**config.mk**
```make
export PLATFORM = sky130hd
export DESIGN_NAME = lkw_link_wake
export DESIGN_NICKNAME = d
export VERILOG_FILES = /design/src/hdl/lkw_lps_filter.v /design/src/hdl/lkw_wave_gen.v /design/src/hdl/lkw_link_wake.v
export VERILOG_INCLUDE_DIRS = /design/src /design/src/hdl
export SDC_FILE = /design/constraint.sdc
export NUM_CORES = 1
export LEC_CHECK = 0
export ABC_AREA = 1
export BUFFER_PORTS_ARGS = -buffer_cell sky130_fd_sc_hd__buf_2
export CELL_PAD_IN_SITES_DETAIL_PLACEMENT = 2
export CELL_PAD_IN_SITES_GLOBAL_PLACEMENT = 2
export CORE_UTILIZATION = 27
export CTS_CLUSTER_DIAMETER = 200
export DETAILED_ROUTE_END_ITERATION = 8
export HOLD_SLACK_MARGIN = 0.05
export PLACE_DENSITY = 0.77
export SLEW_MARGIN = 20
export SYNTH_ARGS = -nofsm -noshare
export SYNTH_HDL_FRONTEND = slang
export SYNTH_SLANG_ARGS = --single-unit
```
**constraint.sdc**
```tcl
create_clock -name clk -period 1.6 [get_ports clk]
set_clock_uncertainty 0.2 [all_clocks]
set_input_delay 0 -clock clk [delete_from_list [all_inputs] [get_ports clk]]
set_output_delay 0 -clock clk [all_outputs]
set_load 0.05 [all_outputs]
```
**src/hdl/lkw_defs.vh**
```
// Constants for the link wake and cable status block
`ifndef LKW_DEFS_VH
`define LKW_DEFS_VH
// Clock rate in kHz, so the cycle counts below stay integer
`define LKW_CLK_KHZ 40000
// Idle time of link power state before it counts as inactive, in ns
`define LKW_LPS_IDLE_NS 2600
// More than 2.6 us is needed, so round up and then add one
`define LKW_LPS_IDLE_CYC ((`LKW_LPS_IDLE_NS * `LKW_CLK_KHZ + 999999) / 1000000 + 1)
// Wake square wave period in system-clock cycles, and its half
`define LKW_WAKE_PERIOD 8
`define LKW_WAKE_HALF 4
// Interrupt source positions in status, enable and clear
`define LKW_IRQ_WAKE_ON 0
`define LKW_IRQ_WAKE_OFF 1
`define LKW_IRQ_CABLE 2
`define LKW_IRQ_PWR 3
`define LKW_IRQ_N 4
// Register offsets
`define LKW_REG_CTRL 4'h0
`define LKW_REG_STAT 4'h1
`define LKW_REG_IRQ_STAT 4'h2
`define LKW_REG_IRQ_EN 4'h3
`define LKW_REG_IRQ_CLR 4'h4
// Control field positions
`define LKW_CTRL_LINK_ACTIVE 0
`define LKW_CTRL_RESUME_EN 1
`define LKW_CTRL_CONTENDER 2
// Status field positions
`define LKW_STAT_WAKE 0
`define LKW_STAT_LPS_ACTIVE 1
`define LKW_STAT_CABLE_INACT 2
`define LKW_STAT_PWR 3
`define LKW_STAT_CNA_VALID 4
`define LKW_STAT_PKT_CAUSE 5
// Reset values
`define LKW_CTRL_RST 3'h0
`endif

```
**src/hdl/lkw_lps_filter.v**
```verilog
// Link power state idle filter
`default_nettype none
`include "lkw_defs.vh"
module lkw_lps_filter #(
  parameter IDLE_CYC = `LKW_LPS_IDLE_CYC
) (
  input wire clk,
  input wire nrst,
  input wire ce,
  input wire lpsIn,
  output reg lpsActive_r
);
  localparam CW = 12;
  reg [CW-1:0] lowCnt_r;
  // Count low cycles; inactive only after the full idle time
  always @(posedge clk) begin
    if (!nrst) begin
      lowCnt_r <= {CW{1'b0}};
      lpsActive_r <= 1'b0;
    end else if (ce) begin
      if (lpsIn) begin
        lowCnt_r <= {CW{1'b0}};
        lpsActive_r <= 1'b1;
      end else if (lowCnt_r < IDLE_CYC[CW-1:0]) begin
        lowCnt_r <= lowCnt_r + 1'b1;
      end else begin
        lpsActive_r <= 1'b0;
      end
    end
  end
endmodule // lkw_lps_filter
`default_nettype wire

```
**src/hdl/lkw_wave_gen.v**
```verilog
// Square wave generator for the wake output
`default_nettype none
`include "lkw_defs.vh"
module lkw_wave_gen #(
  parameter HALF = `LKW_WAKE_HALF
) (
  input wire clk,
  input wire nrst,
  input wire ce,
  input wire run,
  output reg wave_r
);
  reg [3:0] cnt_r;
  // Toggle every half period; held low while idle so a wake starts clean
  always @(posedge clk) begin
    if (!nrst || !run) begin
      cnt_r <= 4'h0;
      wave_r <= 1'b0;
    end else if (ce) begin
      if (cnt_r == HALF[3:0] - 4'h1) begin
        cnt_r <= 4'h0;
        wave_r <= ~wave_r;
      end else begin
        cnt_r <= cnt_r + 4'h1;
      end
    end
  end
endmodule // lkw_wave_gen
`default_nettype wire

```
**src/hdl/lkw_link_wake.v**
```verilog
// Link wake signalling, contender strap and cable status
//
// The plain strobed port and the address map are this design's own decisions.
`default_nettype none
`include "lkw_defs.vh"
module lkw_link_wake #(
  parameter IDLE_CYC = `LKW_LPS_IDLE_CYC
) (
  input wire clk,
  input wire nrst,
  input wire ce,
  // Shared contender strap and wake pin
  input wire contenderWakePinIn,
  output reg contenderWakePinOut,
  output reg contenderWakePinOe,
  // Link side
  input wire linkPowerStateIn,
  input wire wakePacketRx,
  input wire busReset,
  input wire portEventIrqFlag,
  input wire configTimeoutIrqFlag,
  input wire cablePowerChangeIrqFlag,
  input wire stateTimeoutIrqFlag,
  // Analog port sense
  input wire biasDetect,
  input wire cablePowerSenseIn,
  output reg cableInactiveOut,
  output reg cablePowerPresent,
  output reg contenderStatus,
  // Control lines, three signals each
  input wire ctrlLine0In,
  input wire ctrlLine1In,
  input wire [1:0] ctrlDriveVal,
  input wire ctrlDriveEn,
  output reg ctrlLine0Out,
  output reg ctrlLine0Oe,
  output reg ctrlLine1Out,
  output reg ctrlLine1Oe,
  output reg [1:0] ctrlLineLevel,
  // Register port
  input wire [3:0] regAddr,
  input wire [7:0] regWdata,
  input wire regWr,
  input wire regRd,
  output reg [7:0] regRdata,
  output reg irq
);
  //--------------------------------------------------------------
  // Registers and state
  //--------------------------------------------------------------
  reg inReset_r;
  reg strap_r;
  reg [2:0] ctrl_r;
  reg wakeActive_r;
  reg pktCause_r;
  reg cnaValid_r;
  reg [`LKW_IRQ_N-1:0] irqStat_r;
  reg [`LKW_IRQ_N-1:0] irqEn_r;
  reg [`LKW_IRQ_N-1:0] irqSet;
  reg wakeActive_nxt;
  reg pktCause_nxt;
  reg prevPwr_r;
  reg prevBias_r;
  wire lpsActive;
  wire wave;
  wire linkActive;
  wire irqCause;
  wire [`LKW_IRQ_N-1:0] irqClr;

  lkw_lps_filter #(
    .IDLE_CYC(IDLE_CYC)
  ) uLps (
    .clk(clk),
    .nrst(nrst),
    .ce(ce),
    .lpsIn(linkPowerStateIn),
    .lpsActive_r(lpsActive)
  );

  lkw_wave_gen #(
    .HALF(`LKW_WAKE_HALF)
  ) uWave (
    .clk(clk),
    .nrst(nrst),
    .ce(ce),
    .run(wakeActive_r),
    .wave_r(wave)
  );

  //--------------------------------------------------------------
  // Wake decision
  //--------------------------------------------------------------
  // Controller counts active only with both power state and bit set
  assign linkActive = lpsActive & ctrl_r[`LKW_CTRL_LINK_ACTIVE];
  // Interrupt causes; evaluated as levels so a pending one fires later
  assign irqCause = portEventIrqFlag |
    (ctrl_r[`LKW_CTRL_RESUME_EN] &
    (configTimeoutIrqFlag | cablePowerChangeIrqFlag | stateTimeoutIrqFlag));

  // Next wake state
  always @* begin
    wakeActive_nxt = wakeActive_r;
    pktCause_nxt = pktCause_r;
    if (linkActive) begin
      wakeActive_nxt = 1'b0;
      pktCause_nxt = 1'b0;
    end else begin
      if (wakePacketRx) begin
        wakeActive_nxt = 1'b1;
        pktCause_nxt = 1'b1;
      end else if (busReset && !irqCause) begin
        wakeActive_nxt = 1'b0;
        pktCause_nxt = 1'b0;
      end
      if (irqCause) begin
        wakeActive_nxt = 1'b1;
      end
    end
  end

  //--------------------------------------------------------------
  // Reset tracking, strap capture and pin drive
  //--------------------------------------------------------------
  // Strap is sampled in the first cycle after reset release; latched value kept after that
  always @(posedge clk) begin
    if (!nrst) begin
      inReset_r <= 1'b1;
      strap_r <= 1'b0;
      contenderWakePinOut <= 1'b0;
      contenderWakePinOe <= 1'b0;
      contenderStatus <= 1'b0;
    end else if (ce) begin
      if (inReset_r) begin
        strap_r <= contenderWakePinIn;
        contenderStatus <= contenderWakePinIn;
        inReset_r <= 1'b0;
      end else begin
        contenderWakePinOe <= 1'b1;
        contenderWakePinOut <= wakeActive_r & wave;
        contenderStatus <= strap_r | ctrl_r[`LKW_CTRL_CONTENDER];
      end
    end
  end

  // Wake state registers
  always @(posedge clk) begin
    if (!nrst) begin
      wakeActive_r <= 1'b0;
      pktCause_r <= 1'b0;
    end else if (ce) begin
      wakeActive_r <= wakeActive_nxt;
      pktCause_r <= pktCause_nxt;
    end
  end

  //--------------------------------------------------------------
  // Cable status
  //--------------------------------------------------------------
  // Not debounced; valid flag only rises after a hard reset completes
  always @(posedge clk) begin
    if (!nrst) begin
      cableInactiveOut <= 1'b0;
      cablePowerPresent <= 1'b0;
      cnaValid_r <= 1'b0;
      prevPwr_r <= 1'b0;
      prevBias_r <= 1'b0;
    end else if (ce) begin
      cnaValid_r <= 1'b1;
      cableInactiveOut <= ~biasDetect;
      cablePowerPresent <= cablePowerSenseIn;
      prevPwr_r <= cablePowerSenseIn;
      prevBias_r <= biasDetect;
    end
  end

  //--------------------------------------------------------------
  // Control lines with registered level
  //--------------------------------------------------------------
  // Undriven lines are not held here; ctrlLineLevel follows the line inputs while undriven and ctrlDriveVal while driven
  always @(posedge clk) begin
    if (!nrst) begin
      ctrlLine0Out <= 1'b0;
      ctrlLine1Out <= 1'b0;
      ctrlLine0Oe <= 1'b0;
      ctrlLine1Oe <= 1'b0;
      ctrlLineLevel <= 2'h0;
    end else if (ce) begin
      ctrlLine0Oe <= ctrlDriveEn;
      ctrlLine1Oe <= ctrlDriveEn;
      if (ctrlDriveEn) begin
        ctrlLine0Out <= ctrlDriveVal[0];
        ctrlLine1Out <= ctrlDriveVal[1];
        ctrlLineLevel <= ctrlDriveVal;
      end else begin
        ctrlLine0Out <= ctrlLine0In;
        ctrlLine1Out <= ctrlLine1In;
        ctrlLineLevel <= {ctrlLine1In, ctrlLine0In};
      end
    end
  end

  //--------------------------------------------------------------
  // Interrupts and register port
  //--------------------------------------------------------------
  // Events: wake rise, wake fall, cable change, power change
  always @* begin
    irqSet = {`LKW_IRQ_N{1'b0}};
    irqSet[`LKW_IRQ_WAKE_ON] = wakeActive_nxt & ~wakeActive_r;
    irqSet[`LKW_IRQ_WAKE_OFF] = ~wakeActive_nxt & wakeActive_r;
    irqSet[`LKW_IRQ_CABLE] = biasDetect ^ prevBias_r;
    irqSet[`LKW_IRQ_PWR] = cablePowerSenseIn ^ prevPwr_r;
  end

  assign irqClr = (regWr && regAddr == `LKW_REG_IRQ_CLR) ?
    regWdata[`LKW_IRQ_N-1:0] : {`LKW_IRQ_N{1'b0}};

  // Set wins over a clear in the same cycle
  always @(posedge clk) begin
    if (!nrst) begin
      ctrl_r <= `LKW_CTRL_RST;
      irqEn_r <= {`LKW_IRQ_N{1'b0}};
      irqStat_r <= {`LKW_IRQ_N{1'b0}};
      irq <= 1'b0;
      regRdata <= 8'h00;
    end else if (ce) begin
      irqStat_r <= (irqStat_r & ~irqClr) | irqSet;
      irq <= |(((irqStat_r & ~irqClr) | irqSet) & irqEn_r);
      if (regWr && regAddr == `LKW_REG_CTRL) begin
        ctrl_r <= regWdata[2:0];
      end
      if (regWr && regAddr == `LKW_REG_IRQ_EN) begin
        irqEn_r <= regWdata[`LKW_IRQ_N-1:0];
      end
      regRdata <= 8'h00;
      if (regRd) begin
        case (regAddr)
          `LKW_REG_CTRL: regRdata <= {5'h00, ctrl_r};
          `LKW_REG_STAT: regRdata <= {2'h0, pktCause_r, cnaValid_r, cablePowerPresent,
            cableInactiveOut, lpsActive, wakeActive_r};
          `LKW_REG_IRQ_STAT: regRdata <= {4'h0, irqStat_r};
          `LKW_REG_IRQ_EN: regRdata <= {4'h0, irqEn_r};
          default: regRdata <= 8'h00;
        endcase
      end
    end
  end
endmodule // lkw_link_wake
`default_nettype wire

```
==> flow_metrics.tcl, run 1 <==
set metrics [dict create \
    grt_pass1_wl_mm 14.08 \
    cts_buffer_depth 2 \
    min_period_ps 1614 \
    dr.first_iter.drc_count 34 \
    reg2reg_depth 10 \
    drive_gt1_frac 0.3053 \
    endpoint "uLps.lowCnt_r[0]" \
    rr_endpoint "uLps.lowCnt_r[0]" \
    hold_depth 3 \
    critPathMaxFanout 5 \
    cts.clk_slew.worst_paths_ps 100 \
    hold_violations 2 \
    powerDensity_nw_per_um2 804.3 \
    synth_top_cell_by_area "dfxtp_1" \
    yosysUniqueCellTypes 34 \
    rsz0062_at_grt "true" \
    num_vias 2536 \
    io_buffer_count 45 \
    drt-wirelength-per-cell_um 16.87 \
    h-tree-depth 2 \
    p_leak_nw 1.458 \
    core_area_um2 8299 \
    hpwl_mm 5.486 \
    syn-cell-area_um2 2343 \
    area_growth_pct 45.86 \
    holdBufCountCts 33 \
    drt_drc_violations_left 0 \
    arrival_ps 1630 \
    antennaDiodeCount 0 \
    setup_slack_ps -14.41 \
    async_flop_share 0 \
    start_kind "register" \
    start_util 0.2824 \
    clock_latency_ps 310 \
    synth_most_common_cell "nand2_1" \
    critPathKind "reg -> reg" \
    status "complete, but fails checks" \
    synth-edff-count 0 \
    ant_nets 0 \
    seqCellArea_um2 1008 \
    max_freq_mhz 619.4 \
    multi_input_area_um2 1315 \
    drv_slew 0 \
    ys_warn_count 0 \
    die_h_um 95.17 \
    worstReg2RegStart "uLps.lowCnt_r[0]" \
    netlist_instances 324 \
    numCtsBuffers 5 \
    rrSetupSlack_ps -10 \
    placed_area_um2 2745 \
    vdd_drop_max_mv 0.3753 \
    final_cell_area_um2 3418 \
    gp_congestion 0.7764 \
    final_nets 450 \
    worstHoldPathType "in -> reg" \
    grt_overflow_total 0 \
    antenna_found_initial 0 \
    grt_pass1_vias 2867 \
    synth-seq-cells 50 \
    syn_avg_cell_area_um2 7.233 \
    ys.flop_type "dfxtp_1" \
    synth_top_area_share 0.4271 \
    fp.dieArea_um2 9056 \
    worstPathRequired_ps 1610 \
    netlist_top_cells_area "dfxtp_1, nand2_1, a21oi_1, nand3_1, inv_1" \
    crit_path_start "uLps.lowCnt_r[0]" \
    finalSetupTns_ps -14.41 \
    grt_use_total 0.2052 \
    vias_per_cell 4.868 \
    wirelength_mm 8.789 \
    rows 33 \
    nFillCells 977 \
    yosysSeqAreaShare 0.4271 \
    cts_tree "built" \
    ioPinCount 52 \
    whs_ps -58.64 \
    drt_first_pass_iters 4 \
    violations "negative hold slack, negative setup slack" \
    die_w_um 95.17 \
    setup_violations 1 \
    synth_common_cells "nand2_1, dfxtp_1, inv_1" \
    grt_max_degree 19 \
    cts.sinks 50 \
    cap_violations 0 \
    root_buffer "clkbuf_8" \
    end_kind "register" \
    post-route-period-util 1.009 \
]
registers in the layout, summed over array words and instances, names as in the netlist, 3 cells and up:
register,cells
ctrl_r,3
irqEn_r,4
irqStat_r,4
regRdata,6
uLps.lowCnt_r,12
uWave.cnt_r,4
cells in the final DEF, fill, tap and decap left out, types with 2 or more instances in the layout:
cell / netlist / routed
a211oi_1: 2 / 2
a21oi_1: 30 / 24
a21oi_2: 2 / 8
buf_2: 4 / 44
buf_4: 5 / 18
clkbuf_8: 0 / 5
clkinvlp_4: 0 / 2
conb_1: 1 / 2
dfxtp_1: 50 / 44
dfxtp_2: 0 / 6
dlygate4sd3_1: 0 / 32
ha_4: 0 / 2
inv_1: 31 / 29
inv_2: 6 / 8
nand2_1: 75 / 70
nand2_2: 1 / 6
nand3_1: 28 / 21
nand3_2: 1 / 4
nand3_4: 0 / 4
nand4_1: 4 / 4
nor2_1: 30 / 27
nor2_2: 1 / 2
nor2_4: 0 / 2
nor3_2: 5 / 6
nor3b_2: 2 / 2
o211ai_1: 3 / 3
o21ai_0: 17 / 15
o21ai_1: 2 / 3
o22ai_1: 2 / 2
xnor2_1: 2 / 2
xor2_1: 4 / 3
where the power goes:
part	total, mW	internal, mW	switching, mW
combinational	0.484	0.184	0.300
sequential	1.31	1.29	0.0293
clock	0.951	0.466	0.485
layer usage:
| metal | GRT usage | share of wire | wire length (µm) | vias up |
|---|---|---|---|---|
| met1 | 0.2272 | 0.43 | 3743 | 1262 |
| met2 | 0.4083 | 0.54 | 4709 | 40 |
| met4 | 0.03535 | 0.014 | 124 | 0 |
| li1 | - | - | - | 1225 |
| met5 | 0 | 0 | 0 | - |
| met3 | 0.03190 | 0.024 | 211 | 9 |
logic make-up after synthesis:
| kind of cell | count (synthesis) | share of synthesized area |
|---|---|---|
| compound gates | 59 | 0.1361 |
| xor+xnor | 6 | 0.02242 |
| fa+ha+maj | 3 | 0.01602 |
| buf+inv | 51 | 0.09503 |
| flops | 50 | 0.4271 |
| other cells | 1 | 0.001600 |
| simple gates | 154 | 0.3017 |
layout make-up:
class / count / share of cell area
clock buffers: 5 / 0.02013
clock inverters: 3 / 0.01318
inverters: 37 / 0.04063
multi-input cells: 225 / 0.3847
flip-flops and latches: 50 / 0.2950
well taps: 105 / 0.03843
repair buffers: 96 / 0.2079
critical path, cell delays in order, from the launching register on:
cell     delay, ps
dfxtp_2        340
inv_2           80
ha_4           130
nand2_2         50
nand3_2         60
nand2_2         50
nand2_2         90
nand3_4        140
buf_8          190
o21ai_4        140
a21oi_2         40
metrics by stage:
stage                     std cells  worst slack, ps  utilization  hold slack [ps]  total power, mW
after floorplan                 325            8.060            -           -65.05            1.577
after detailed placement        475           -45.35       0.3308            69.02            1.714
after global routing            521           -98.74       0.4119           -33.26            2.877
after global placement          475            40.77       0.3308            56.03            1.699
after CTS                       520           -10.06       0.3918           -69.11            2.726
final                           521           -14.41       0.4119           -58.64            2.749
worst min-delay path by stage:
| stage | from | to | slack [ps] |
|---|---|---|---|
| after floorplan | cablePowerSenseIn | prevPwr_r | -70 |
| after global placement | cablePowerSenseIn | prevPwr_r | 60 |
| after detailed placement | cablePowerSenseIn | prevPwr_r | 70 |
| after CTS | ce | uWave.cnt_r[2] | -70 |
| after global routing | ce | uWave.cnt_r[2] | -30 |
| final | ce | uWave.cnt_r[2] | -60 |
timing repair:
action	4_1_cts	5_1_grt
endpoints found under the hold margin	41	2
pin swaps	7	14
gates resized for setup	11	39
cloned	1	0
endpoints found under the setup margin	7	19
buffers inserted	3	3
No activity file was read; power rests on OpenSTA's default activity.
==> inputs of run 2 (changes only) <==
--- a/config.mk
+++ b/config.mk
@@ -6,15 +6,14 @@
 export SDC_FILE = /design/constraint.sdc
 export NUM_CORES = 1
 export LEC_CHECK = 0
-export ABC_AREA = 1
 export BUFFER_PORTS_ARGS = -buffer_cell sky130_fd_sc_hd__buf_2
 export CELL_PAD_IN_SITES_DETAIL_PLACEMENT = 2
 export CELL_PAD_IN_SITES_GLOBAL_PLACEMENT = 2
-export CORE_UTILIZATION = 27
+export CORE_UTILIZATION = 29
 export CTS_CLUSTER_DIAMETER = 200
 export DETAILED_ROUTE_END_ITERATION = 8
 export HOLD_SLACK_MARGIN = 0.05
-export PLACE_DENSITY = 0.77
+export PLACE_DENSITY = 0.76
 export SLEW_MARGIN = 20
 export SYNTH_ARGS = -nofsm -noshare
 export SYNTH_HDL_FRONTEND = slang
==> run 2 against run 1 <==
Effect of this change:
- the flow finishes with violations (negative setup slack)
- critical path depth shrank 5
- clock-buffer cell count is the same
- final area shrank 2.5%
- fmax shrank 20%
- sequential power is essentially flat
- combinational power shrank 3%
- first-iteration DRC count grew 120%
- sequential cell count is the same
- wire length grew 5.2%
- die area shrank 6.3%
- core utilization grew 1.5 points
- worst hold slack gained 130 ps
- largest cell class unchanged
==> flow_metrics.tcl, run 2 <==
set metrics [dict create \
    synth_top_cell_by_area "dfxtp_1" \
    synth_common_cells "dfxtp_1, nor2_1, nand2_1" \
    instances_no_fill 464 \
    cp.depth 5 \
    drt_first_pass_iters 4 \
    syn-cell-area_um2 2355 \
    grt_pass1_vias 2696 \
    gp_congestion 0.7810 \
    worstHoldPathType "in -> reg" \
    dp.cells 429 \
    cts.sinks 50 \
    ys.flop_type "dfxtp_1" \
    start_util 0.3016 \
    reg.largest.list "uLps.lowCnt_r (12), regRdata (6)" \
    final_nets 396 \
    ys_warn_count 0 \
    grt_pass1_wl_mm 14.13 \
    max_freq_mhz 495.3 \
    h-tree-depth 2 \
    drt_drc_violations_left 0 \
    critPathMaxFanout 2 \
    cap_violations 0 \
    die_h_um 92.11 \
    max_stage_delay_ps 560 \
    vdd_drop_max_mv 0.4028 \
    rr_endpoint "uLps.lowCnt_r[3]" \
    rows 32 \
    final_cell_mix "dfxtp_1, buf_2, nor2_1" \
    yosysUniqueCellTypes 53 \
    path_cells "or4_4 > nor2_4 > o21ai_2 > or4_1 > a31oi_1" \
    top_register "uLps.lowCnt_r" \
    ioPinCount 52 \
    endpoint "uLps.lowCnt_r[3]" \
    cts.clk_slew.worst_paths_ps 110 \
    numCtsBuffers 5 \
    finalSetupTns_ps -3400 \
    rrSetupSlack_ps -420 \
    grt_use_total 0.2165 \
    ant_nets 0 \
    antennaDiodeCount 0 \
    area_growth_pct 41.50 \
    synth-seq-cells 50 \
    hold_violations 0 \
    multi_input_area_um2 1286 \
    arrival_ps 2060 \
    rsz0062_at_grt "true" \
    worstPathRequired_ps 1640 \
    powerDensity_nw_per_um2 827.2 \
    synth_most_common_cell "dfxtp_1" \
    dr.first_iter.drc_count 75 \
    hpwl_mm 5.663 \
    cpLargestDelayFamily "simple AND/OR/NAND/NOR gates" \
    grt_max_degree 20 \
    crit_path_start "uLps.lowCnt_r[10]" \
    synth_top_area_share 0.4251 \
    grt_overflow_total 0 \
    io_buffer_count 45 \
    violations "negative setup slack" \
    slowest_stage "or4_4" \
    yosysSeqAreaShare 0.4251 \
    min_period_ps 2019 \
    clock_latency_ps 320 \
    reg2reg_depth 5 \
    drt-wirelength-per-cell_um 19.92 \
    netlist_top_cells_area "dfxtp_1, nor2_1, mux2i_1, nand2_1, a21oi_1" \
    setup_violations 12 \
    end_kind "register" \
    drive_gt1_frac 0.3287 \
    root_buffer "clkbuf_8" \
    async_flop_share 0 \
    crit_buf_inv 0 \
    status "complete, but fails checks" \
    die_w_um 92.11 \
    nFillCells 875 \
    wirelength_mm 9.245 \
    synth-edff-count 0 \
    p_leak_nw 1.431 \
    critPathKind "reg -> reg" \
    post-route-period-util 1.262 \
    cts_tree "built" \
    setup_slack_ps -418.9 \
    vias_per_cell 5.114 \
    core_area_um2 7807 \
    start_kind "register" \
    drv_slew 0 \
    seqCellArea_um2 1006 \
    final_common_cell "dfxtp_1" \
    syn_avg_cell_area_um2 8.953 \
    cts_buffer_depth 2 \
    antenna_found_initial 0 \
    netlist_instances 263 \
    fp.dieArea_um2 8484 \
    worstReg2RegStart "uLps.lowCnt_r[10]" \
    largest_reg_flops 12 \
    num_vias 2373 \
]
run 2: layer usage:
metal,share of wire,GRT usage,up-vias
li1,-,-,1118
met4,0.022,0.06510,0
met3,0.031,0.03814,17
met1,0.41,0.2518,1187
met2,0.54,0.4005,51
met5,0,0,-
run 2: kinds of logic (layout without fill, tap and decap cells):
family	Yosys count	in the layout	share of synthesized area
DFF	50	50	0.4251
adders and majority gates	3	3	0.01594
muxes	16	16	0.08395
and+or+nand+nor	104	104	0.2248
xor gates and xnor gates	5	5	0.01860
other	1	2	0.001593
AOI/OAI and AO/OA	57	57	0.1711
buffers and inverters	27	125	0.05898
run 2: worst min path at each step:
stage,from,cells past startpoint,to,slack (ps)
after floorplan,regWdata[0],2,irqEn_r[0],-50
after global routing,ce,4,ctrlLineLevel[0],90
after global placement,cablePowerSenseIn,3,prevPwr_r,70
after CTS,ce,3,irqStat_r[1],-110
final,ce,4,ctrlLine1Out,70
after detailed placement,cablePowerSenseIn,3,prevPwr_r,90
run 2: metrics by stage:
stage               setup WS (ps)  power (mW)  hold slack, ps  cell area, µm²  utilization
floorplan                  -287.2       1.575          -52.75            2375            -
global placement           -317.7       1.709           67.36            2889       0.3700
detailed placement         -361.3       1.723           92.42            2889       0.3700
CTS                        -362.2       2.721          -107.4            3266       0.4183
global route               -494.4       2.848           89.18            3332       0.4268
finish                     -418.9       2.756           68.55            3332       0.4268
run 2: area by class of cell:
cell class / count / area share
tap: 102 / 0.03830
multi-input combinational: 187 / 0.3860
clock inverter: 3 / 0.01465
timing repair buffer: 107 / 0.2272
clock buffer: 5 / 0.02065
inverter: 10 / 0.01127
sequential: 50 / 0.3019
run 2: power by group:
group / switching (mW) / internal (mW) / total [mW] / leakage, nW
combinational: 0.274 / 0.195 / 0.469 / 0.966
sequential: 0.0337 / 1.28 / 1.32 / 0.409
clock: 0.493 / 0.477 / 0.971 / 0.0563
total: 0.801 / 1.96 / 2.76 / 1.43
run 2: tightest hold or removal path, cell delays in order:
cell	delay, ps
buf_2	130
buf_4	160
buf_4	180
a211oi_1	80
run 2: repair_timing:
action / 4_1_cts / 5_1_grt
pin swaps: 4 / 5
hold buffers: 22 / 3
endpoints found under the setup margin: 11 / 14
endpoints found under the hold margin: 44 / 3
setup buffers: 2 / 1
resized for setup: 6 / 6
==> inputs of run 3 (changes only) <==
--- a/config.mk
+++ b/config.mk
@@ -14,6 +14,7 @@
 export DETAILED_ROUTE_END_ITERATION = 8
 export HOLD_SLACK_MARGIN = 0.05
 export PLACE_DENSITY = 0.76
+export RECOVER_POWER = 100
 export SLEW_MARGIN = 20
 export SYNTH_ARGS = -nofsm -noshare
 export SYNTH_HDL_FRONTEND = slang
==> run 3 against run 2 <==
Effect of this change:
- sequential power barely moved
- largest cell class unchanged
- global-route usage did not move
- critical endpoint unchanged
- wire length barely moved
- worst hold slack improved by 6.8 ps
- sequential cell count did not move
- final area fell by 0.41%
- core utilization fell by 0.18 points
- non-clock buffer count did not move
- total power fell by 0.34%
- final cell count did not move
- critical path type unchanged
- worst setup slack barely moved
- the run still ends with negative setup slack left
- critical path depth did not move
==> flow_metrics.tcl, run 3 (synthesized netlist as in run 2, its figures left out) <==
set metrics [dict create \
    grt_overflow_total 0 \
    worstHoldPathType "in -> reg" \
    drv_slew 0 \
    placed_area_um2 2889 \
    max_stage_delay_ps 560 \
    ant_nets 0 \
    hp-start "ce" \
    final_nets 396 \
    violations "negative setup slack" \
    crit_path_start "uLps.lowCnt_r[10]" \
    h-tree-depth 2 \
    slew_headroom 0.6050 \
    grt_pass1_wl_mm 14.13 \
    antenna_found_initial 0 \
    whs_ps 75.35 \
    p_leak_nw 1.392 \
    hold_violations 0 \
    worst_pin_slew_ps 595.1 \
    dr.first_iter.drc_count 73 \
    drt_drc_violations_left 0 \
    fin_util 0.4250 \
    numCtsBuffers 5 \
    setup_violations 12 \
    ioPinCount 52 \
    vdd_drop_max_mv 0.4022 \
    rows 32 \
    grt_pass1_vias 2696 \
    end_kind "register" \
    cts_buffer_depth 2 \
    start_kind "register" \
    antennaDiodeCount 0 \
    nFillCells 881 \
    setup_slack_ps -418.9 \
    drt-wirelength-per-cell_um 19.94 \
    arrival_ps 2060 \
    wirelength_mm 9.254 \
    num_vias 2366 \
    powerDensity_nw_per_um2 827.9 \
    io_buffer_count 45 \
    status "complete, but fails checks" \
    final_cell_mix "dfxtp_1, nor2_1, buf_2" \
    hpwl_mm 5.663 \
    cts_tree "built" \
    grt_use_total 0.2165 \
    min_period_ps 2019 \
    critPathMaxFanout 2 \
    worstPathRequired_ps 1640 \
    fp.dieArea_um2 8484 \
    final_common_cell "dfxtp_1" \
    cpLargestDelayFamily "simple AND/OR/NAND/NOR gates" \
    rsz0062_at_grt "true" \
    die_w_um 92.11 \
    critPathKind "reg -> reg" \
    start_util 0.3016 \
    grt_max_degree 20 \
    max_freq_mhz 495.3 \
    reg.largest.list "uLps.lowCnt_r (12), regRdata (6)" \
    die_h_um 92.11 \
    hold_depth 4 \
    post-route-period-util 1.262 \
    slowest_stage "or4_4" \
    cp.depth 5 \
    vias_per_cell 5.099 \
    gp_congestion 0.7810 \
    core_area_um2 7807 \
    crit_buf_inv 0 \
    reg2reg_depth 5 \
    drive_gt1_frac 0.3039 \
    cts.clk_slew.worst_paths_ps 100 \
    path_cells "or4_4 > nor2_4 > o21ai_2 > or4_1 > a31oi_1" \
    drt_first_pass_iters 4 \
    area_growth_pct 40.91 \
    top_register "uLps.lowCnt_r" \
    worstReg2RegStart "uLps.lowCnt_r[10]" \
    clock_latency_ps 320 \
    final_cell_area_um2 3318 \
    cap_violations 0 \
    largest_reg_flops 12 \
    cts.sinks 50 \
    root_buffer "clkbuf_8" \
]
==> run 3: cell count changes in the layout (fill, tap and decap cells not counted), sizes merged <==
cell    previous run  this run
buf               82        73
clkbuf             5        14
==> run 3: worst paths after layout <==
| check | endpoint | slack (ps) |
|---|---|---|
| worst max register to register | uLps.lowCnt_r[3] | -420 |
| worst min-delay path | ctrlLine1Out | 80 |
| worst max-delay path | uLps.lowCnt_r[3] | -420 |
| worst min register to register | contenderWakePinOut | 300 |
==> run 3: where the power goes <==
part / switching, mW / leakage, nW / internal, mW
registers: 0.0340 / 0.409 / 1.28
clock network: 0.486 / 0.0563 / 0.477
logic: 0.274 / 0.927 / 0.193
==> run 3: per-layer routing <==
layer  global-route usage  vias to the layer above  wire, µm
met3              0.03814                       15       278
met2               0.4005                       51      4990
met5                    0                        -         0
li1                     -                     1118         -
met4              0.06510                        0       198
met1               0.2518                     1182      3787
==> run 3: final cells by class <==
type	instances	area [µm²]	share of cell area
Clock buffer	5	68.82	0.02074
Inverter	10	37.54	0.01131
Tap cell	102	127.6	0.03846
Multi-Input combinational cell	187	1286	0.3876
Timing Repair Buffer	107	743.2	0.2240
Sequential cell	50	1006	0.3032
Clock inverter	3	48.80	0.01471
==> run 3: worst min-delay path, delay by kind of cell <==
kind                   cells  cell delay (ps)
AO/OA/AOI/OAI              1               80
buffers and inverters      3              470
==> run 3: per-stage QoR <==
step | cells | total power [mW] | setup slack [ps] | setup TNS, ps
finish | 464 | 2.747 | -418.9 | -3393
global route | 464 | 2.846 | -494.4 | -4204
CTS | 461 | 2.721 | -362.2 | -2699
detailed placement | 429 | 1.723 | -361.3 | -2649
global placement | 429 | 1.709 | -317.7 | -2124
floorplan | 264 | 1.575 | -287.2 | -1265
==> run 3: repair_timing <==
action,in CTS,in global routing
pin swaps,4,5
resized for setup,6,6
setup buffers,2,1
setup endpoints to repair,11,14
hold buffers,22,3
endpoints found under the hold margin,44,3
